==> config.mk <==
export PLATFORM = sky130hd
export DESIGN_NAME = imr_rom_port
export DESIGN_NICKNAME = d
export VERILOG_FILES = /design/src/imr_pkg.sv /design/src/imr_rom_port.sv
export VERILOG_INCLUDE_DIRS = /design/src
export SDC_FILE = /design/constraint.sdc
export NUM_CORES = 1
export LEC_CHECK = 0
export BUFFER_PORTS_ARGS = -buffer_cell sky130_fd_sc_hd__buf_2
export CAP_MARGIN = 20
export CORE_ASPECT_RATIO = 0.7
export CORE_MARGIN = 2
export CORE_UTILIZATION = 49
export DETAILED_ROUTE_END_ITERATION = 16
export PLACE_DENSITY_LB_ADDON = 0.3
export SLEW_MARGIN = 25
export SYNTH_ARGS = -nofsm -noshare
export SYNTH_HDL_FRONTEND = slang
export SYNTH_SLANG_ARGS = --single-unit
export TNS_END_PERCENT = 100
==> constraint.sdc <==
create_clock -name hclk -period 2.4 [get_ports hclk]
set_input_delay 0.24 -clock hclk [delete_from_list [all_inputs] [get_ports hclk]]
set_output_delay 0.24 -clock hclk [all_outputs]
set_load 0.05 [all_outputs]
==> src/imr_defines.svh <==
`ifndef IMR_DEFINES_SVH
`define IMR_DEFINES_SVH

// Byte offsets of the registers
`define IMR_OFF_INT_STATUS 8'h00
`define IMR_OFF_INT_MASK 8'h04
`define IMR_OFF_MISSED 8'h08
`define IMR_OFF_ROM_PORT 8'h0c

// Reset values
`define IMR_RST_INT_MASK 32'hfffe0000
`define IMR_RST_MISSED 32'hfffe0000
`define IMR_RST_ROM_PORT 32'hffff03ff

// Interrupt mask fields
`define IMR_NORMAL_SUM_BIT 16
`define IMR_ABNORMAL_SUM_BIT 15
`define IMR_TX_DONE_BIT 0
`define IMR_TX_HALTED_BIT 1
`define IMR_TX_NO_BUF_BIT 2
`define IMR_JABBER_BIT 3
`define IMR_LINK_GOOD_BIT 4
`define IMR_UNDERFLOW_BIT 5
`define IMR_EVENT_BITS 6

// Missed-frame fields
`define IMR_MISS_OVF_BIT 16
`define IMR_MISS_CNT_BITS 16

// ROM port fields
`define IMR_ROM_MODE_BIT 15
`define IMR_ROM_RD_BIT 14
`define IMR_ROM_WR_BIT 13
`define IMR_ROM_BR_BIT 12
`define IMR_ROM_SR_BIT 11
`define IMR_ROM_EXT_BIT 10
`define IMR_SROM_DO_BIT 3
`define IMR_SROM_DI_BIT 2
`define IMR_SROM_CLK_BIT 1
`define IMR_SROM_CS_BIT 0

// Boot ROM access timing
`define IMR_CLK_PERIOD_NS 25
`define IMR_ROM_ACCESS_NS 150
`define IMR_ROM_ACCESS_CYC ((`IMR_ROM_ACCESS_NS + `IMR_CLK_PERIOD_NS - 1) / `IMR_CLK_PERIOD_NS)

`endif

==> src/imr_pkg.sv <==
`include "imr_defines.svh"

package imr_pkg;

	typedef enum logic [1:0] {
		IMR_ROM_IDLE,
		IMR_ROM_READ,
		IMR_ROM_WRITE
	} imr_rom_state_t;

	// Bit 0 is tx_done, bit 5 underflow, matching the status layout
	typedef struct packed {
		logic underflow;
		logic link_good;
		logic jabber;
		logic tx_no_buffer;
		logic tx_halted;
		logic tx_done;
	} imr_tx_evt_t;

	typedef struct packed {
		logic cs;
		logic clk;
		logic di;
	} imr_srom_out_t;

	typedef struct packed {
		logic sel;
		logic rd;
		logic wr;
		logic [7:0] dout;
		logic doe;
	} imr_brom_out_t;

	typedef struct packed {
		logic wr_pend;
		logic [7:0] wr_addr;
		logic [31:0] hrdata;
		logic [5:0] int_st;
		logic [31:0] int_mask;
		logic [15:0] miss_cnt;
		logic miss_ovf;
		logic rom_rd;
		logic rom_wr;
		logic rom_br;
		logic rom_sr;
		logic rom_ext;
		logic [7:0] rom_data;
		imr_rom_state_t rom_state;
		logic [3:0] rom_cnt;
		logic mode_s1;
		logic mode_s2;
		logic sdo_s1;
		logic sdo_s2;
		logic [7:0] bdin_s1;
		logic [7:0] bdin_s2;
		logic irq;
		logic ext_sel;
		imr_srom_out_t srom;
		imr_brom_out_t brom;
	} imr_state_t;

endpackage

==> src/imr_rom_port.sv <==
`timescale 1ns/1ps
`include "imr_defines.svh"

module imr_rom_port (
	input wire logic hclk,
	input wire logic hresetn,
	input wire logic hsel,
	input wire logic [31:0] haddr,
	input wire logic [1:0] htrans,
	input wire logic hwrite,
	input wire logic [2:0] hsize,
	input wire logic [31:0] hwdata,
	input wire logic hready,
	output logic hreadyout,
	output logic hresp,
	output logic [31:0] hrdata,
	input wire imr_pkg::imr_tx_evt_t tx_evt,
	input wire logic frame_missed,
	input wire logic mode_select_pin,
	output logic irq,
	output logic ext_reg_sel,
	output imr_pkg::imr_brom_out_t brom,
	input wire logic [7:0] brom_din,
	output imr_pkg::imr_srom_out_t srom,
	input wire logic srom_dout
);

	localparam logic [3:0] ROM_CYC = 4'(`IMR_ROM_ACCESS_CYC);

	imr_pkg::imr_state_t s;
	imr_pkg::imr_state_t n;

	// reset pattern; the mode bit is not stored, it always reads the inverse of the synchronised pin
	localparam imr_pkg::imr_state_t RST_VAL = '{
		int_mask: `IMR_RST_INT_MASK,
		miss_cnt: 16'(`IMR_RST_MISSED),
		miss_ovf: 1'b0,
		rom_data: 8'(`IMR_RST_ROM_PORT),
		rom_state: imr_pkg::IMR_ROM_IDLE,
		default: '0
	};

	logic take;
	logic hit;
	logic [5:0] clr;
	logic [5:0] post_en;
	logic [16:0] cnt_inc;
	logic sr_mode;
	logic start_rd;
	logic start_wr;
	logic [7:0] rom_rd_data;
	logic [31:0] rd_mux;

	always_comb begin
		n = s;
		take = hsel & htrans[1] & hready;
		hit = (haddr[31:8] == 24'h000000);
		clr = 6'h00;
		start_rd = 1'b0;
		start_wr = 1'b0;
		cnt_inc = 17'h00000;

		// Pins are synchronised before use
		n.mode_s1 = mode_select_pin;
		n.mode_s2 = s.mode_s1;
		n.sdo_s1 = srom_dout;
		n.sdo_s2 = s.sdo_s1;
		n.bdin_s1 = brom_din;
		n.bdin_s2 = s.bdin_s1;

		// In serial mode (sr with rd or wr) bit 3 shows the synchronised serial pin instead of the stored bit
		sr_mode = s.rom_sr & (s.rom_rd | s.rom_wr);
		rom_rd_data = s.rom_data;
		if (sr_mode) begin
			rom_rd_data[`IMR_SROM_DO_BIT] = s.sdo_s2;
		end

		case (haddr[7:0])
			`IMR_OFF_INT_STATUS: begin
				rd_mux = {26'h0000000, s.int_st};
			end
			`IMR_OFF_INT_MASK: begin
				rd_mux = s.int_mask;
			end
			`IMR_OFF_MISSED: begin
				rd_mux = {15'h7fff, s.miss_ovf, s.miss_cnt};
			end
			`IMR_OFF_ROM_PORT: begin
				rd_mux = {16'hffff, ~s.mode_s2, s.rom_rd, s.rom_wr, s.rom_br, s.rom_sr, s.rom_ext, 2'b11, rom_rd_data};
			end
			default: begin
				rd_mux = 32'h00000000;
			end
		endcase
		if (!hit) begin
			rd_mux = 32'h00000000;
		end

		// Address phase: read data is captured now so hrdata is a flop
		n.wr_pend = take & hwrite & hit;
		if (take) begin
			n.wr_addr = haddr[7:0];
		end
		if (take && !hwrite) begin
			n.hrdata = rd_mux;
		end

		// count drops, zero on read; a miss in the read cycle still counts
		cnt_inc = {1'b0, s.miss_cnt} + 17'h00001;
		if (take && !hwrite && hit && haddr[7:0] == `IMR_OFF_MISSED) begin
			n.miss_cnt = frame_missed ? 16'h0001 : 16'h0000;
			n.miss_ovf = 1'b0;
		end else if (frame_missed) begin
			n.miss_cnt = cnt_inc[15:0];
			if (cnt_inc[16]) begin
				n.miss_ovf = 1'b1;
			end
		end

		// Data phase of a write
		if (s.wr_pend) begin
			case (s.wr_addr)
				`IMR_OFF_INT_STATUS: begin
					clr = hwdata[5:0];
				end
				`IMR_OFF_INT_MASK: begin
					n.int_mask = hwdata;
				end
				`IMR_OFF_ROM_PORT: begin
					n.rom_rd = hwdata[`IMR_ROM_RD_BIT];
					n.rom_wr = hwdata[`IMR_ROM_WR_BIT];
					n.rom_br = hwdata[`IMR_ROM_BR_BIT];
					n.rom_sr = hwdata[`IMR_ROM_SR_BIT];
					n.rom_ext = hwdata[`IMR_ROM_EXT_BIT];
					n.rom_data = hwdata[7:0];
					start_rd = hwdata[`IMR_ROM_BR_BIT] & hwdata[`IMR_ROM_RD_BIT];
					start_wr = hwdata[`IMR_ROM_BR_BIT] & hwdata[`IMR_ROM_WR_BIT] & ~start_rd;
				end
				default: begin
					clr = 6'h00;
				end
			endcase
		end

		// Sticky status: a new event beats a clear in the same cycle
		n.int_st = (s.int_st & ~clr) | tx_evt;

		// Boot ROM access sequencer; a new start while busy is dropped
		case (s.rom_state)
			imr_pkg::IMR_ROM_IDLE: begin
				if (start_rd) begin
					n.rom_state = imr_pkg::IMR_ROM_READ;
					n.rom_cnt = ROM_CYC - 4'h1;
				end else if (start_wr) begin
					n.rom_state = imr_pkg::IMR_ROM_WRITE;
					n.rom_cnt = ROM_CYC - 4'h1;
				end
			end
			imr_pkg::IMR_ROM_READ: begin
				if (s.rom_cnt == 4'h0) begin
					n.rom_state = imr_pkg::IMR_ROM_IDLE;
					// returned byte lands in data field
					n.rom_data = s.bdin_s2;
				end else begin
					n.rom_cnt = s.rom_cnt - 4'h1;
				end
			end
			imr_pkg::IMR_ROM_WRITE: begin
				if (s.rom_cnt == 4'h0) begin
					n.rom_state = imr_pkg::IMR_ROM_IDLE;
				end else begin
					n.rom_cnt = s.rom_cnt - 4'h1;
				end
			end
			default: begin
				n.rom_state = imr_pkg::IMR_ROM_IDLE;
			end
		endcase

		n.brom.sel = n.rom_br;
		n.brom.rd = (n.rom_state == imr_pkg::IMR_ROM_READ);
		n.brom.wr = (n.rom_state == imr_pkg::IMR_ROM_WRITE);
		n.brom.doe = n.brom.wr;
		n.brom.dout = n.rom_data;

		n.ext_sel = n.rom_ext;

		if (n.rom_sr & (n.rom_rd | n.rom_wr)) begin
			n.srom.di = n.rom_data[`IMR_SROM_DI_BIT];
			n.srom.clk = n.rom_data[`IMR_SROM_CLK_BIT];
			n.srom.cs = n.rom_data[`IMR_SROM_CS_BIT];
		end else begin
			n.srom = '0;
		end

		// Summary masks pick normal or abnormal group per source
		// tx done
		post_en[`IMR_TX_DONE_BIT] = n.int_mask[`IMR_NORMAL_SUM_BIT];
		post_en[`IMR_TX_HALTED_BIT] = n.int_mask[`IMR_ABNORMAL_SUM_BIT];
		post_en[`IMR_TX_NO_BUF_BIT] = n.int_mask[`IMR_NORMAL_SUM_BIT];
		post_en[`IMR_JABBER_BIT] = n.int_mask[`IMR_ABNORMAL_SUM_BIT];
		post_en[`IMR_LINK_GOOD_BIT] = n.int_mask[`IMR_ABNORMAL_SUM_BIT];
		post_en[`IMR_UNDERFLOW_BIT] = n.int_mask[`IMR_ABNORMAL_SUM_BIT];
		n.irq = |(n.int_st & n.int_mask[5:0] & post_en);
	end

	always_ff @(posedge hclk or negedge hresetn) begin
		if (!hresetn) begin
			s <= RST_VAL;
		end else begin
			s <= n;
		end
	end

	// Zero wait states and always OKAY
	assign hreadyout = 1'b1;
	assign hresp = 1'b0;
	assign hrdata = s.hrdata;
	assign irq = s.irq;
	assign ext_reg_sel = s.ext_sel;
	assign brom = s.brom;
	assign srom = s.srom;

endmodule

# Yosys cells after proc, flatten, opt, wreduce, memory -nomap -nowiden
# Cells that the tools add are included.
[word_totals] ff_bits=149 input_bits=91 word_cells=104
[op_classes] add_sub_neg=2 eq_ne=11 n_mux=26 bitwise_logic=18 reduce_logical=18
[ops] operator="32-bit case mux with 4 select lines" n=1
[ops] operator="17-bit 2-to-1 mux" n=4
[ops] operator="32-bit 2-to-1 mux" n=1
[ops] operator="13-bit 2-to-1 mux" n=2
[ops] operator="8-bit by 4-bit == test with 1-bit output (second input constant)" n=3
[ops] operator="24-bit logical NOT" n=1
[ops] operator="6-bit 2-to-1 mux" n=4
[ops] operator="6-bit bitwise AND" n=3
[ops] operator="16-bit by 1-bit adder with 17-bit output (second input constant)" n=1
[ops] operator="8-bit by 3-bit == test with 1-bit output (second input constant)" n=2
[ops] operator="8-bit logical NOT" n=2
[ops] operator="10-bit 2-to-1 mux" n=1
[ops] operator="1-bit bitwise AND" n=9
[ops] operator="8-bit 2-to-1 mux" n=1
[ops] operator="4-bit case mux with 2 select lines" n=1
[ops] operator="1-bit 2-to-1 mux" n=7
[ops] operator="6-bit NOT" n=1
[ops] operator="6-bit bitwise OR" n=1
[ops] operator="2-bit case mux with 3 select lines" n=1
[ops] operator="2-bit AND reduction" n=3
[ops] operator="2-bit nonzero test" n=3
[ops] operator="6-bit OR reduction" n=1
[ops] operator="2-bit by 1-bit == test with 1-bit output (second input constant)" n=2
[ops] operator="2-bit == test (second input constant)" n=2
[ops] operator="14 further kinds" n=18

# Depth between registers and ports, before layout
[logic_depth] ltp_word=9 depth_mapped=8

# Worst setup path after synthesis
# OpenSTA, ideal clock, no wires.
[synth_timing] kind="reg2reg" startpoint="register s[144] in the netlist's numbering" endpoint="register s[39] in the netlist's numbering" setup_time_ns=0.126 arrival_time_ns=2.189 required_time_ns=2.274 path_slack_ns=0.085 path_stages_with_launch=5 synth_period_minus_slack_ns=2.315 path_cell_list="dfrtp_1 or4_4 or4_4 a221o_1 a221o_1"
[synth_via] elab_chain_len=5 word_cells_on_any_way=9 classes_between="eq/ne (2); mux (6); reduce/logical (1)"
[synth_lines] element="from (decl)" line="imr_rom_port.sv:30" source="imr_pkg::imr_state_t s;"
[synth_lines] element="from (signal assigned)" line="imr_rom_port.sv:211" source="s <= n;"
[synth_lines] element="8-bit by 4-bit == test with 1-bit output *" line="imr_rom_port.sv:122" source="case (s.wr_addr)"
[synth_lines] element="1-bit 2-to-1 mux" line="imr_rom_port.sv:122"
[synth_lines] element="1-bit 2-to-1 mux" line="imr_rom_port.sv:121" source="if (s.wr_pend) begin"
[synth_lines] element="3-bit != test (no line) or 6-bit 2-to-1 mux (tied branches)"
[synth_lines] element="3-bit AND reduction (no line) or 4-bit case mux with 2 select lines (tied branches)"
# Mark *: on every way between the ends. The rest lies on a longest branch, timed or not.
# A chain may end at the register's enable or synchronous reset.

# Worst setup path after layout
# Same ends and word-level chain as after synthesis.

==> summary.txt <==
Logic synthesis
  • Async set-or-reset flop fraction in the synthesized netlist: 100.0%
  • Post-synth EDFFs: 0
  • Total number of yosys warnings: 0
  • Post-Synthesis Net Count: a little under 700
  • Top_reg_cell synth: sky130_fd_sc_hd__dfrtp_1
  • Post-Syn Instances: 596
  • Register bit total from synthesis: about 150
  • Sequential element share of the synthesized area: a little under three fifths
  • Yosys cell types: between 40 and 50
  • Area of the mapped netlist: 6639 um2
  • Mean cell area of the mapped netlist: 11.14 um2

Drt
  • Iteration-0 DRC count of the detailed router: roughly 310
  • Via density per instance: 5.350
  • Final Routed Wirelength: about 15,000 um
  • Router iterations before antenna repair: 5
  • Routed wire length per instance: around 17 um
  • Total via count after detailed routing: 4,863
  • Number of design rule violations left after detail routing: 0
  • Antenna Violating Nets Remaining: 0

Timing
  • # setup viols final: 0
  • Hold slack final: about 0.05 ns
  • Achievable clock frequency: 430.5 MHz
  • Transition time of the tightest slew-check pin: 0.5776 ns
  • Fin. max-slew vios: 0
  • Accumulated negative setup slack: 0 ns
  • RSZ-0062 raised after global routing: no
  • Final setup skew: 0.006087 ns
  • Fin. Hold Viols: 0
  • Final Critical Period: 2.323 ns
  • Final period utilization: 96.79%
  • Tightest slew margin relative to the limit: 61.49%

Place
  • Placed cell count: 865
  • Sum of net half-perimeters after detailed placement: roughly 11,000 um
  • IO Port Bufs: 135
  • Routability-driven placement congestion ratio: around 0.88

Floorplanning
  • Number of standard-cell rows in the floorplan: 35
  • Number of top-level pins: between 100 and 150
  • Effective utilization at floorplan: 50.37%
  • Area of the die: 14,510 um2
  • Height of the chip: between 100 and 150 um
  • Die outline width: 143.1 um
  • Placeable core area: around 13,000 um2

Final layout
  • Share of layout cells above drive strength 1: 36.74%
  • Number of antenna cells inserted: 0
  • Final Util: between 60 and 70%
  • Area added between synthesis and finish: 20.43%
  • Non-filler instance count after layout: 909
  • Count of filler cells inserted in the layout: between 1,000 and 1,500
  • Total Nets Final: 808

Setup path
  • FF-to-FF path depth: 4
  • End of the worst register-to-register path: s[39]
  • Critical Path Start: s[144]
  • Register-to-Register Setup Slack: 0.08 ns
  • Required time worst endpoint: 2.71 ns
  • Data arrival time at the worst-slack endpoint: 2.63 ns
  • Worst Path Class, Setup: reg2reg
  • Maximum fanout along the worst path: 6
  • Category of the worst setup path capture point: flop
  • Critical path capture point: s[39]
  • Critical path launch point type: flop
  • Start of the worst register-to-register path: s[144]

CTS
  • Clock tree from TritonCTS: built
  • Clock Latency Late Sink: between 0.4 and 0.5 ns
  • Clock-pin transition on the worst setup and hold timing paths: 0.06 ns
  • Count of clock tree sinks: about 150
  • Number of buffers added by the clock tree synthesis step: 17
  • H-tree level count: 4
  • Longest Clk Path Bufs: 2
  • Buffer type at the clock tree root: sky130_fd_sc_hd__clkbuf_16

Global route
  • Largest net degree at the start of global routing: just under 60
  • Initial antenna violation count: 0
  • Global-route congestion overflow total: 0
  • Global-route wire length before repair: about 25,000 um
  • Vias in the first global route: 4,932
  • Total global-route track usage: 22.15%

Flow run
  • MaxCap Viol Count: 0

Power and ir drop
  • Power per cell area: 732.5 nW/um2
  • Static Leak: 0.003739 uW
  • Peak VDD IR: between 400 and 500 uV
  • Total design power: 5857 uW

Outcome
  • Status: completed

Hold path
  • Kind of path behind the tightest hold check: in2reg
[cell usage after synthesis, drive strengths merged (10+ instances only)]
| master | number | area [um2] |
|---|---|---|
| dfstp | 23 | 604.3 |
| dfrtp | 126 | 3153 |
| nor4 | 10 | 68.81 |
| a21oi | 33 | 165.2 |
| inv | 13 | 48.80 |
| clkbuf | 19 | 71.32 |
| buf | 56 | 399.1 |
| mux2 | 46 | 518.0 |
| nand4 | 12 | 75.07 |
| mux2i | 18 | 180.2 |
| nor2 | 50 | 187.7 |
| nand2 | 50 | 187.7 |
| o21ai | 39 | 195.2 |
[worst min-delay path by stage]
stage | start | to | slack [ns] | cells after the start
after floorplan | hresetn | brom[0] | -0.06 | 0
after global placement | hresetn | n[17] | 0.23 | 1
after detailed placement | hresetn | n[18] | 0.24 | 1
after CTS | hwdata[21] | s[94] | 0.04 | 2
after global routing | hwdata[21] | s[94] | 0.04 | 2
final | hwdata[21] | s[94] | 0.05 | 2
[where the power goes]
group | switching (uW) | leakage (uW) | internal (uW)
Sequential | 114 | 0.00180 | 2620
Clock | 1110 | 0.000285 | 1560
Combinational | 250 | 0.00165 | 205
Total | 1470 | 0.00374 | 4380
[routing by layer]
layer / track usage, % / up-vias / part of all wire [%] / routed length [um]
li1: - / 2271 / - / -
met1: 30.34 / 2392 / 45 / 6881
met2: 34.71 / 187 / 47 / 7068
met3: 6.194 / 13 / 7.0 / 1068
met4: 6.855 / 0 / 0.93 / 141
met5: 0 / - / 0 / 0
[what timing repair did]
action                                  CTS  global route
gates resized for setup                   0             2
buffers inserted                          1             0
hold buffers                             11             0
endpoints found under the setup margin    1             4
endpoints found under the hold margin    61             0
pin swaps                                 2             4
[critical path: stages, from the launching register on]
cell and delay (ns):
sky130_fd_sc_hd__dfrtp_1 0.39, sky130_fd_sc_hd__or4_4 0.59, sky130_fd_sc_hd__or4_4 0.52, sky130_fd_sc_hd__a221o_1 0.38, sky130_fd_sc_hd__a221o_1 0.33
[sequential cells by signal, summed over array words and instances (netlist names)]
name and count:
irq 1, n 10, ext_reg_sel 1, brom 11, srom 3, rom_rd_data 7
hrdata 32, s 84
[through the flow]
| step | setup WS (ns) | cell area (um2) |
|---|---|---|
| 4_1_cts | 0.01236 | 7990 |
| 3_5_place_dp | -0.001088 | 7279 |
| 3_3_place_gp | 0.03480 | 7279 |
| 2_1_floorplan | 0.08504 | 6639 |
| 6_report | 0.07698 | 7995 |
| 5_1_grt | 0.01332 | 7995 |
[area by class of cell]
class | count | area, um2 | area share (%)
flip-flops and latches | 149 | 3757 | 47.00
repair buffers | 171 | 996.0 | 12.46
clock inverters | 15 | 167.7 | 2.097
multi-input cells | 359 | 2369 | 29.62
clock buffers | 17 | 425.4 | 5.321
well taps | 185 | 231.5 | 2.895
inverters | 13 | 48.80 | 0.6103
[layout by cell type, fill, tap and decap left out, drive strengths merged, types with 2 or more instances in the layout]
cell / netlist / final
nand2b: 5 / 5
conb: 2 / 2
a221oi: 9 / 9
o31ai: 7 / 7
and3: 3 / 3
nand4: 12 / 12
nor4: 10 / 10
a21o: 2 / 2
xor2: 5 / 5
nand2: 50 / 50
a211oi: 5 / 5
xnor2: 9 / 9
a21oi: 33 / 33
inv: 13 / 21
nor2b: 6 / 6
a221o: 2 / 2
clkinvlp: 0 / 3
dlygate4sd3: 0 / 11
a22oi: 9 / 9
nor2: 50 / 50
and4: 2 / 2
clkbuf: 19 / 17
nor3: 7 / 7
nor3b: 3 / 3
o21ai: 39 / 39
ha: 6 / 6
dfstp: 23 / 23
or4: 3 / 3
clkinv: 0 / 2
dfrtp: 126 / 126
bufinv: 0 / 2
mux2i: 18 / 18
mux2: 46 / 46
nand3: 6 / 6
buf: 56 / 160
[logic make-up (layout without fill, tap and decap cells)]
logic type | after synthesis | in the layout | synth area share [%]
xor gates and xnor gates | 14 | 14 | 1.847
muxes | 64 | 64 | 10.52
AOI/OAI and AO/OA | 112 | 112 | 10.29
DFF | 149 | 149 | 56.60
other | 2 | 2 | 0.1131
buffers and inverters | 88 | 216 | 7.821
adders and majority gates | 6 | 6 | 1.131
and+or+nand+nor | 161 | 161 | 11.68
(Power assumes the default switching activity.)
